**config.mk**
```make
export PLATFORM = sky130hd
export DESIGN_NAME = srb_bus_config
export DESIGN_NICKNAME = d
export VERILOG_FILES = /design/src/pkg/srb_pkg.sv /design/src/rtl/srb_bus_config.sv
export SDC_FILE = /design/constraint.sdc
export NUM_CORES = 1
export LEC_CHECK = 0
export BUFFER_PORTS_ARGS = -buffer_cell sky130_fd_sc_hd__buf_4
export CAP_MARGIN = 40
export CELL_PAD_IN_SITES_DETAIL_PLACEMENT = 1
export CELL_PAD_IN_SITES_GLOBAL_PLACEMENT = 1
export CORE_ASPECT_RATIO = 2
export CORE_UTILIZATION = 43
export CTS_BUF_LIST = sky130_fd_sc_hd__clkbuf_4
export DETAILED_ROUTE_END_ITERATION = 8
export PLACE_DENSITY = 0.89
export SYNTH_ARGS = -nofsm -noshare
export SYNTH_HDL_FRONTEND = slang
export SYNTH_SLANG_ARGS = --single-unit
```
**constraint.sdc**
```tcl
create_clock -name i_clk -period 6.7 [get_ports i_clk]
set_clock_uncertainty 0.15 [all_clocks]
set_input_delay 1.34 -clock i_clk [delete_from_list [all_inputs] [get_ports i_clk]]
set_output_delay 1.34 -clock i_clk [all_outputs]
set_load 0.02 [all_outputs]
```
**src/pkg/srb_pkg.sv**
```systemverilog
// shared constants for the strobe region bus configuration block
`default_nettype none
package srb_pkg;
  localparam int unsigned ADDR_W = 8;
  localparam int unsigned DATA_W = 32;
  localparam int unsigned N_REGION = 3;
  localparam int unsigned N_LANE = 4;
  // region indices: 0 primary, 1 secondary, 2 io
  localparam int unsigned REG_PRIMARY = 0;
  localparam int unsigned REG_SECONDARY = 1;
  localparam int unsigned REG_IO = 2;
  // register byte offsets
  localparam logic [7:0] OFF_IO_CTRL = 8'h60;
  localparam logic [7:0] OFF_PRIMARY_CTRL = 8'h64;
  localparam logic [7:0] OFF_SECONDARY_CTRL = 8'h68;
  // field positions
  localparam int unsigned WMODE_LSB = 3;
  localparam int unsigned WMODE_MSB = 4;
  localparam int unsigned WCNT_LSB = 5;
  localparam int unsigned WCNT_MSB = 7;
  localparam int unsigned BANK_LSB = 8;
  localparam int unsigned BANK_MSB = 12;
  localparam int unsigned DSIZE_LSB = 16;
  localparam int unsigned DSIZE_MSB = 17;
  localparam int unsigned PWIDTH_LSB = 18;
  localparam int unsigned PWIDTH_MSB = 19;
  // reset values; width field later reloaded from the strap
  localparam logic [31:0] RST_STRB_CTRL = 32'h000F10F8;
  localparam logic [31:0] RST_IO_CTRL = 32'h000000F8;
  localparam logic [31:0] MASK_STRB_CTRL = 32'h000F1FF8;
  localparam logic [31:0] MASK_IO_CTRL = 32'h000000F8;
  // width encodings
  localparam logic [1:0] WIDTH_8 = 2'h0;
  localparam logic [1:0] WIDTH_16 = 2'h1;
  localparam logic [1:0] WIDTH_RSVD = 2'h2;
  localparam logic [1:0] WIDTH_32 = 2'h3;
  // wait mode encodings
  localparam logic [1:0] WMODE_EXT = 2'h0;
  localparam logic [1:0] WMODE_INT = 2'h1;
  localparam logic [1:0] WMODE_BOTH = 2'h2;
  localparam logic [1:0] WMODE_EITHER = 2'h3;
  typedef enum logic [1:0] {
    WS_IDLE = 2'b01,
    WS_WAIT = 2'b10
  } srb_wait_e;
endpackage
`default_nettype wire

```
**src/rtl/srb_bus_config.sv**
```systemverilog
// strobe region configuration registers, wait states and lane strobes
//
// The strobed register port and the register addresses were chosen for this implementation.
`default_nettype none
// Operation
// - three-bit wait count, 0 to 7 phase cycles, resets to 111
// - five-bit bank compare field in both strobe regions, resets 10000
// - data size field at bits 17:16, 00/01/11 for 8/16/32, resets 11
// - strap low loads width 11, strap high loads width 01 at reset
// - two-bit physical width field per strobe region, separate from size
// - wait mode field with wait count selects wait generation, resets 11
// - width decode 00 8-bit, 01 16-bit, 10 reserved, 11 32-bit
// - at 32-bit four byte enables; 16-bit: lane 3 carries address, lane 2 high; 8-bit: lanes 3-2 address, lane 1 high
module srb_bus_config (
  input wire logic i_clk, // 100 MHz clock
  input wire logic i_rst_n, // synchronous reset, active low
  input wire logic [7:0] i_addr, // register byte address
  input wire logic [31:0] i_wdata, // register write data
  input wire logic i_wr, // write strobe
  input wire logic i_rd, // read strobe
  output logic [31:0] o_rdata, // read data, cycle after i_rd
  input wire logic i_width_strap_pin, // width strap pin, async
  input wire logic i_ext_ready_n, // external ready pin, async, low ready
  input wire logic [2:0] i_region_start, // access start pulse per region
  input wire logic [1:0] i_region_sel, // strobe region access in progress
  input wire logic i_ext_access, // any external access in progress
  input wire logic [3:0] i_lane_en, // requested byte lanes, high active
  input wire logic [1:0] i_sub_addr, // sub-word address bits A-1, A-2
  output logic [2:0] o_region_ready, // wait done pulse per region
  output logic [3:0] o_primary_region_strobe_n, // primary lane strobes
  output logic [3:0] o_secondary_region_strobe_n, // secondary lane strobes
  output logic [9:0] o_bank_compare_bits, // bank field, secondary high
  output logic [3:0] o_data_size // size field, secondary high
);
  logic [31:0] cfg_q [3];
  logic strap_meta_q;
  logic strap_sync_q;
  logic rdy_meta_q;
  logic rdy_sync_q;
  logic init_done_q;
  logic [3:0] lane_q [2];

  // strap and ready synchronisers; no reset so the strap survives reset
  always_ff @(posedge i_clk) begin
    strap_meta_q <= i_width_strap_pin;
    strap_sync_q <= strap_meta_q;
    rdy_meta_q <= i_ext_ready_n;
    rdy_sync_q <= rdy_meta_q;
  end

  // strap is sampled on the first edge after reset release
  always_ff @(posedge i_clk) begin
    if (!i_rst_n) begin
      init_done_q <= 1'b0;
    end else begin
      init_done_q <= 1'b1;
    end
  end

  genvar g;
  generate
    for (g = 0; g < 3; g++) begin : g_region
      localparam logic [7:0] OFF = (g == 0) ? srb_pkg::OFF_PRIMARY_CTRL :
        (g == 1) ? srb_pkg::OFF_SECONDARY_CTRL : srb_pkg::OFF_IO_CTRL;
      localparam logic [31:0] RST = (g == 2) ? srb_pkg::RST_IO_CTRL :
        srb_pkg::RST_STRB_CTRL;
      localparam logic [31:0] MASK = (g == 2) ? srb_pkg::MASK_IO_CTRL :
        srb_pkg::MASK_STRB_CTRL;
      srb_pkg::srb_wait_e st_q;
      logic [2:0] cnt_q;
      logic int_done;
      logic go;
      logic [1:0] wmode;

      // reset to fixed values, width field from the strap after release
      always_ff @(posedge i_clk) begin
        if (!i_rst_n) begin
          cfg_q[g] <= RST;
        end else if (!init_done_q && g != 2) begin
          cfg_q[g][srb_pkg::PWIDTH_MSB:srb_pkg::PWIDTH_LSB] <=
            strap_sync_q ? srb_pkg::WIDTH_16 : srb_pkg::WIDTH_32;
        end else if (i_wr && i_addr == OFF) begin
          // reserved bits and io-only gaps stay zero
          cfg_q[g] <= i_wdata & MASK;
        end
      end

      assign wmode = cfg_q[g][srb_pkg::WMODE_MSB:srb_pkg::WMODE_LSB];
      assign int_done = (cnt_q == 3'h0);

      // ready combination per wait mode
      always_comb begin
        case (wmode)
          srb_pkg::WMODE_EXT: go = !rdy_sync_q;
          srb_pkg::WMODE_INT: go = int_done;
          srb_pkg::WMODE_BOTH: go = int_done && !rdy_sync_q;
          srb_pkg::WMODE_EITHER: go = int_done || !rdy_sync_q;
          default: go = 1'b1;
        endcase
      end

      // one clock stands for one phase cycle of wait
      always_ff @(posedge i_clk) begin
        if (!i_rst_n) begin
          st_q <= srb_pkg::WS_IDLE;
          cnt_q <= 3'h0;
          o_region_ready[g] <= 1'b0;
        end else begin
          o_region_ready[g] <= 1'b0;
          case (st_q)
            srb_pkg::WS_IDLE: begin
              if (i_region_start[g]) begin
                cnt_q <=
                  cfg_q[g][srb_pkg::WCNT_MSB:srb_pkg::WCNT_LSB];
                st_q <= srb_pkg::WS_WAIT;
              end
            end
            srb_pkg::WS_WAIT: begin
              if (go) begin
                o_region_ready[g] <= 1'b1;
                st_q <= srb_pkg::WS_IDLE;
              end else if (!int_done) begin
                cnt_q <= cnt_q - 3'h1;
              end
            end
            default: st_q <= srb_pkg::WS_IDLE;
          endcase
        end
      end
    end

    for (g = 0; g < 2; g++) begin : g_lane
      logic [1:0] width;
      logic [3:0] be_n;
      logic [3:0] lane_d;
      assign width = cfg_q[g][srb_pkg::PWIDTH_MSB:srb_pkg::PWIDTH_LSB];
      assign be_n = i_region_sel[g] ? ~i_lane_en : 4'hF;

      always_comb begin
        case (width)
          srb_pkg::WIDTH_8: begin
            lane_d = {i_ext_access ? i_sub_addr[0] : 1'b1,
                      i_ext_access ? i_sub_addr[1] : 1'b1,
                      1'b1, be_n[0]};
          end
          srb_pkg::WIDTH_16: begin
            lane_d = {i_ext_access ? i_sub_addr[0] : 1'b1,
                      1'b1, be_n[1:0]};
          end
          // reserved encoding behaves as full width
          default: lane_d = be_n;
        endcase
      end

      always_ff @(posedge i_clk) begin
        if (!i_rst_n) begin
          lane_q[g] <= 4'hF;
        end else begin
          lane_q[g] <= lane_d;
        end
      end
    end
  endgenerate

  assign o_primary_region_strobe_n = lane_q[0];
  assign o_secondary_region_strobe_n = lane_q[1];

  // field outputs are registered copies, so they lag a write by one cycle
  always_ff @(posedge i_clk) begin
    if (!i_rst_n) begin
      o_bank_compare_bits <= {2{srb_pkg::RST_STRB_CTRL[12:8]}};
      o_data_size <= {2{srb_pkg::RST_STRB_CTRL[17:16]}};
    end else begin
      o_bank_compare_bits <= {cfg_q[1][12:8], cfg_q[0][12:8]};
      o_data_size <= {cfg_q[1][17:16], cfg_q[0][17:16]};
    end
  end

  // read port; unmapped addresses read zero
  always_ff @(posedge i_clk) begin
    if (!i_rst_n) begin
      o_rdata <= 32'h00000000;
    end else if (i_rd) begin
      case (i_addr)
        srb_pkg::OFF_PRIMARY_CTRL: o_rdata <= cfg_q[0];
        srb_pkg::OFF_SECONDARY_CTRL: o_rdata <= cfg_q[1];
        srb_pkg::OFF_IO_CTRL: o_rdata <= cfg_q[2];
        default: o_rdata <= 32'h00000000;
      endcase
    end else begin
      o_rdata <= 32'h00000000;
    end
  end
endmodule
`default_nettype wire

```
==> metrics.md <==
| Metric | Value |
|---|---|
| Rel. slew slack | 48.1% |
| Die W | 68.2 microns |
| Sum Neg Setup Slack | 0 ns |
| Final non-filler cell area | 0.00450 sq mm |
| Post_cts resized | 0 |
| Post-synth EDFFs | 33 |
| Vias in the first global route | 3121 |
| CTS tree | done |
| Register Area | 0.00217 sq mm |
| Setup Fix Bufs, Post-CTS | 0 |
| CP required | 6.65 ns |
| Most common cell in the synthesized netlist | dfxtp_1 |
| CTS Root Cell | clkbuf_4 |
| Worst-Margin Slew | 0.770 ns |
| Share of layout cells above drive strength 1 | 25.7% |
| Total congestion overflow | 0 |
| DR iter-0 viols | 157 |
| Worst-path clk slew | 0.14 ns |
| Maximum vdd drop | 0.161 mV |
| Final core occ | 52.8% |
| Worst setup SP type | input port |
| Hold Crit Class | register to register |
| Via/cell ratio | 5.42 |
| RSZ-0062 raised after global routing | no |
| Worst path arrival time | 3.25 ns |
| Mapped Cells | 347 |
| Area Growth Syn to Fin | 19.5% |
| Routed len/inst | 18.2 microns |
| Num rows | 48 |
| DP Area | 0.00436 sq mm |
| Footprint of the multi-input gates | 0.00141 sq mm |
| WS Path Type | input port to register |
| Yosys top cell area share | 31.4% |
| Clock sink count | 92 |
| # H-tree levels | 3 |
| Die Area | 0.00915 sq mm |
| Status | complete, no violations |
| Final ANT Viol Nets | 0 |
| Ports | 115 |
| Largest net degree at the start of global routing | 51 |
| Register area share after synthesis | 57.7% |
| Routed WL | 9590 microns |
| Maximum clock path buffer count | 2 |
| R2R setup slack | 4.64 ns |
| Worst setup EP type | register |
| Die height | 134 microns |
| Cell Area, Synth | 0.00376 sq mm |
| FMAX | 0.303 GHz |
| Setup ws final | 3.40 ns |
| DRC viols | 0 |
| Final Hold Fails | 0 |
| Setup violations, final | 0 |
| Dpl hpwl | 6990 microns |
| Fin crit share | 49.2% |
| Initial Utilization | 44.1% |
| Routability congestion estimate | 0.760 |
| Power Total | 1040 uW |
| Ys flop type | dfxtp_1 |
| Max cap viols | 0 |
| Total CTS buffers | 9 |
| IO Port Bufs | 78 |
| Fillcell total | 974 |
| Synth warnings | 0 |
| CP max FO | 16 |
| Vias | 2863 |
| Core Box Area | 0.00853 sq mm |
| Minimum clock period | 3.30 ns |
| Static Leak | 0.00180 uW |
| Leading area contributor after synthesis | dfxtp_1 |
| Synth cell types | 48 |
| Initial antenna violation count | 0 |
| Pre-CTS setup slack | 2.95 ns |
| Syn Area/Cell | 10.8 sq um |
| N_diodes | 0 |
| Global-route wire length before repair | 15100 microns |
| Synth Register Bits | 92 |
| Top cells by area, synth | dfxtp_1, edfxtp_1, buf_4 |
| CTS Hold Buffers Added | 0 |
| PD cells | 231 mW/mm^2 |
| Nets | 487 |
| Total GRT Usage | 22.6% |
| Synth async-reset ratio | 0% |
| Initial DRT Pass Iterations | 4 |
| Slew Limit Fails | 0 |
| Clk_lat worst skew | 0.46 ns |
| Synth cell count leaders | dfxtp_1, edfxtp_1, nor2_1 |
==> critical path: stages <==
cell and delay (ns):
buf_4 0.12, or4b_4 0.57, or4_4 0.56, o21ai_0 0.66
==> cells by family after synthesis <==
family          share of synthesized area (%)
flops                                    57.7
buf+inv                                  6.68
xor+xnor                                0.698
other cells                            0.0996
simple gates                             20.8
compound gates                           10.1
mux                                      1.89
fa+ha+maj                                1.99
==> per-layer routing <==
metal | track usage [%] | vias up | share of wire (%)
li1 | - | 1342 | -
met1 | 23.0 | 1377 | 36
met2 | 39.5 | 107 | 55
met3 | 4.76 | 37 | 4.5
met4 | 14.4 | 0 | 5.0
met5 | 0 | - | 0
==> stage by stage <==
step	std cells	hold slack, ns
final	528	0.208
after global routing	528	0.223
after CTS	528	0.204
after detailed placement	512	0.176
after global placement	511	0.165
after floorplan	364	0.160
==> state kept, by name, indices dropped and copies added, names as in the netlist <==
| signal | flops |
|---|---|
| o_bank_compare_bits | 10 |
| o_rdata | 14 |
| g_region.cnt_q | 9 |
| o_data_size | 4 |
| lane_q | 8 |
| rdy_sync_q | 1 |
| o_region_ready | 3 |
| init_done_q | 1 |
| g_region.st_q | 6 |
| strap_sync_q | 1 |
| strap_meta_q | 1 |
| cfg_q | 33 |
| rdy_meta_q | 1 |
==> worst paths after layout <==
kind | from | to | cells after the start
setup reg to reg | init_done_q | cfg_q[1][3] | 3
hold / removal | rdy_meta_q | rdy_sync_q | 0
hold reg to reg | rdy_meta_q | rdy_sync_q | 0
setup / recovery | i_addr[1] | cfg_q[2][1] | 4
==> power breakdown <==
part	internal, uW	switching [uW]	total [uW]	leakage [uW]
clock network	122	198	320	0.0000821
logic	46.4	63.2	110	0.000931
registers	597	13.5	610	0.000786
total	765	275	1040	0.00180
==> layout make-up <==
cell class / count / share of cell area [%]
Inverter: 13 / 1.08
Clock buffer: 10 / 1.67
Timing Repair Buffer: 80 / 13.3
Sequential cell: 92 / 48.3
Clock inverter: 6 / 1.50
Multi-Input combinational cell: 227 / 31.3
Tap cell: 100 / 2.78
==> cell usage in the layout, fill, tap and decap left out, types with 4 or more instances in the layout <==
master | netlist | routed
nand2b_1 | 19 | 19
ha_1 | 6 | 6
mux2i_1 | 6 | 6
a22oi_1 | 12 | 12
or2_2 | 9 | 9
nor2_1 | 28 | 28
o211ai_1 | 4 | 4
edfxtp_1 | 33 | 33
o21ai_0 | 8 | 8
nor3_1 | 4 | 4
buf_4 | 18 | 80
clkbuf_4 | 0 | 10
inv_1 | 13 | 13
nor2b_1 | 7 | 7
nand3_1 | 7 | 7
conb_1 | 1 | 18
and2_1 | 12 | 12
nand3b_1 | 7 | 7
nand2_1 | 20 | 20
dfxtp_1 | 59 | 59
a21oi_1 | 10 | 10
and3_1 | 5 | 5
or3_1 | 10 | 10
(Power assumes the default switching activity.)
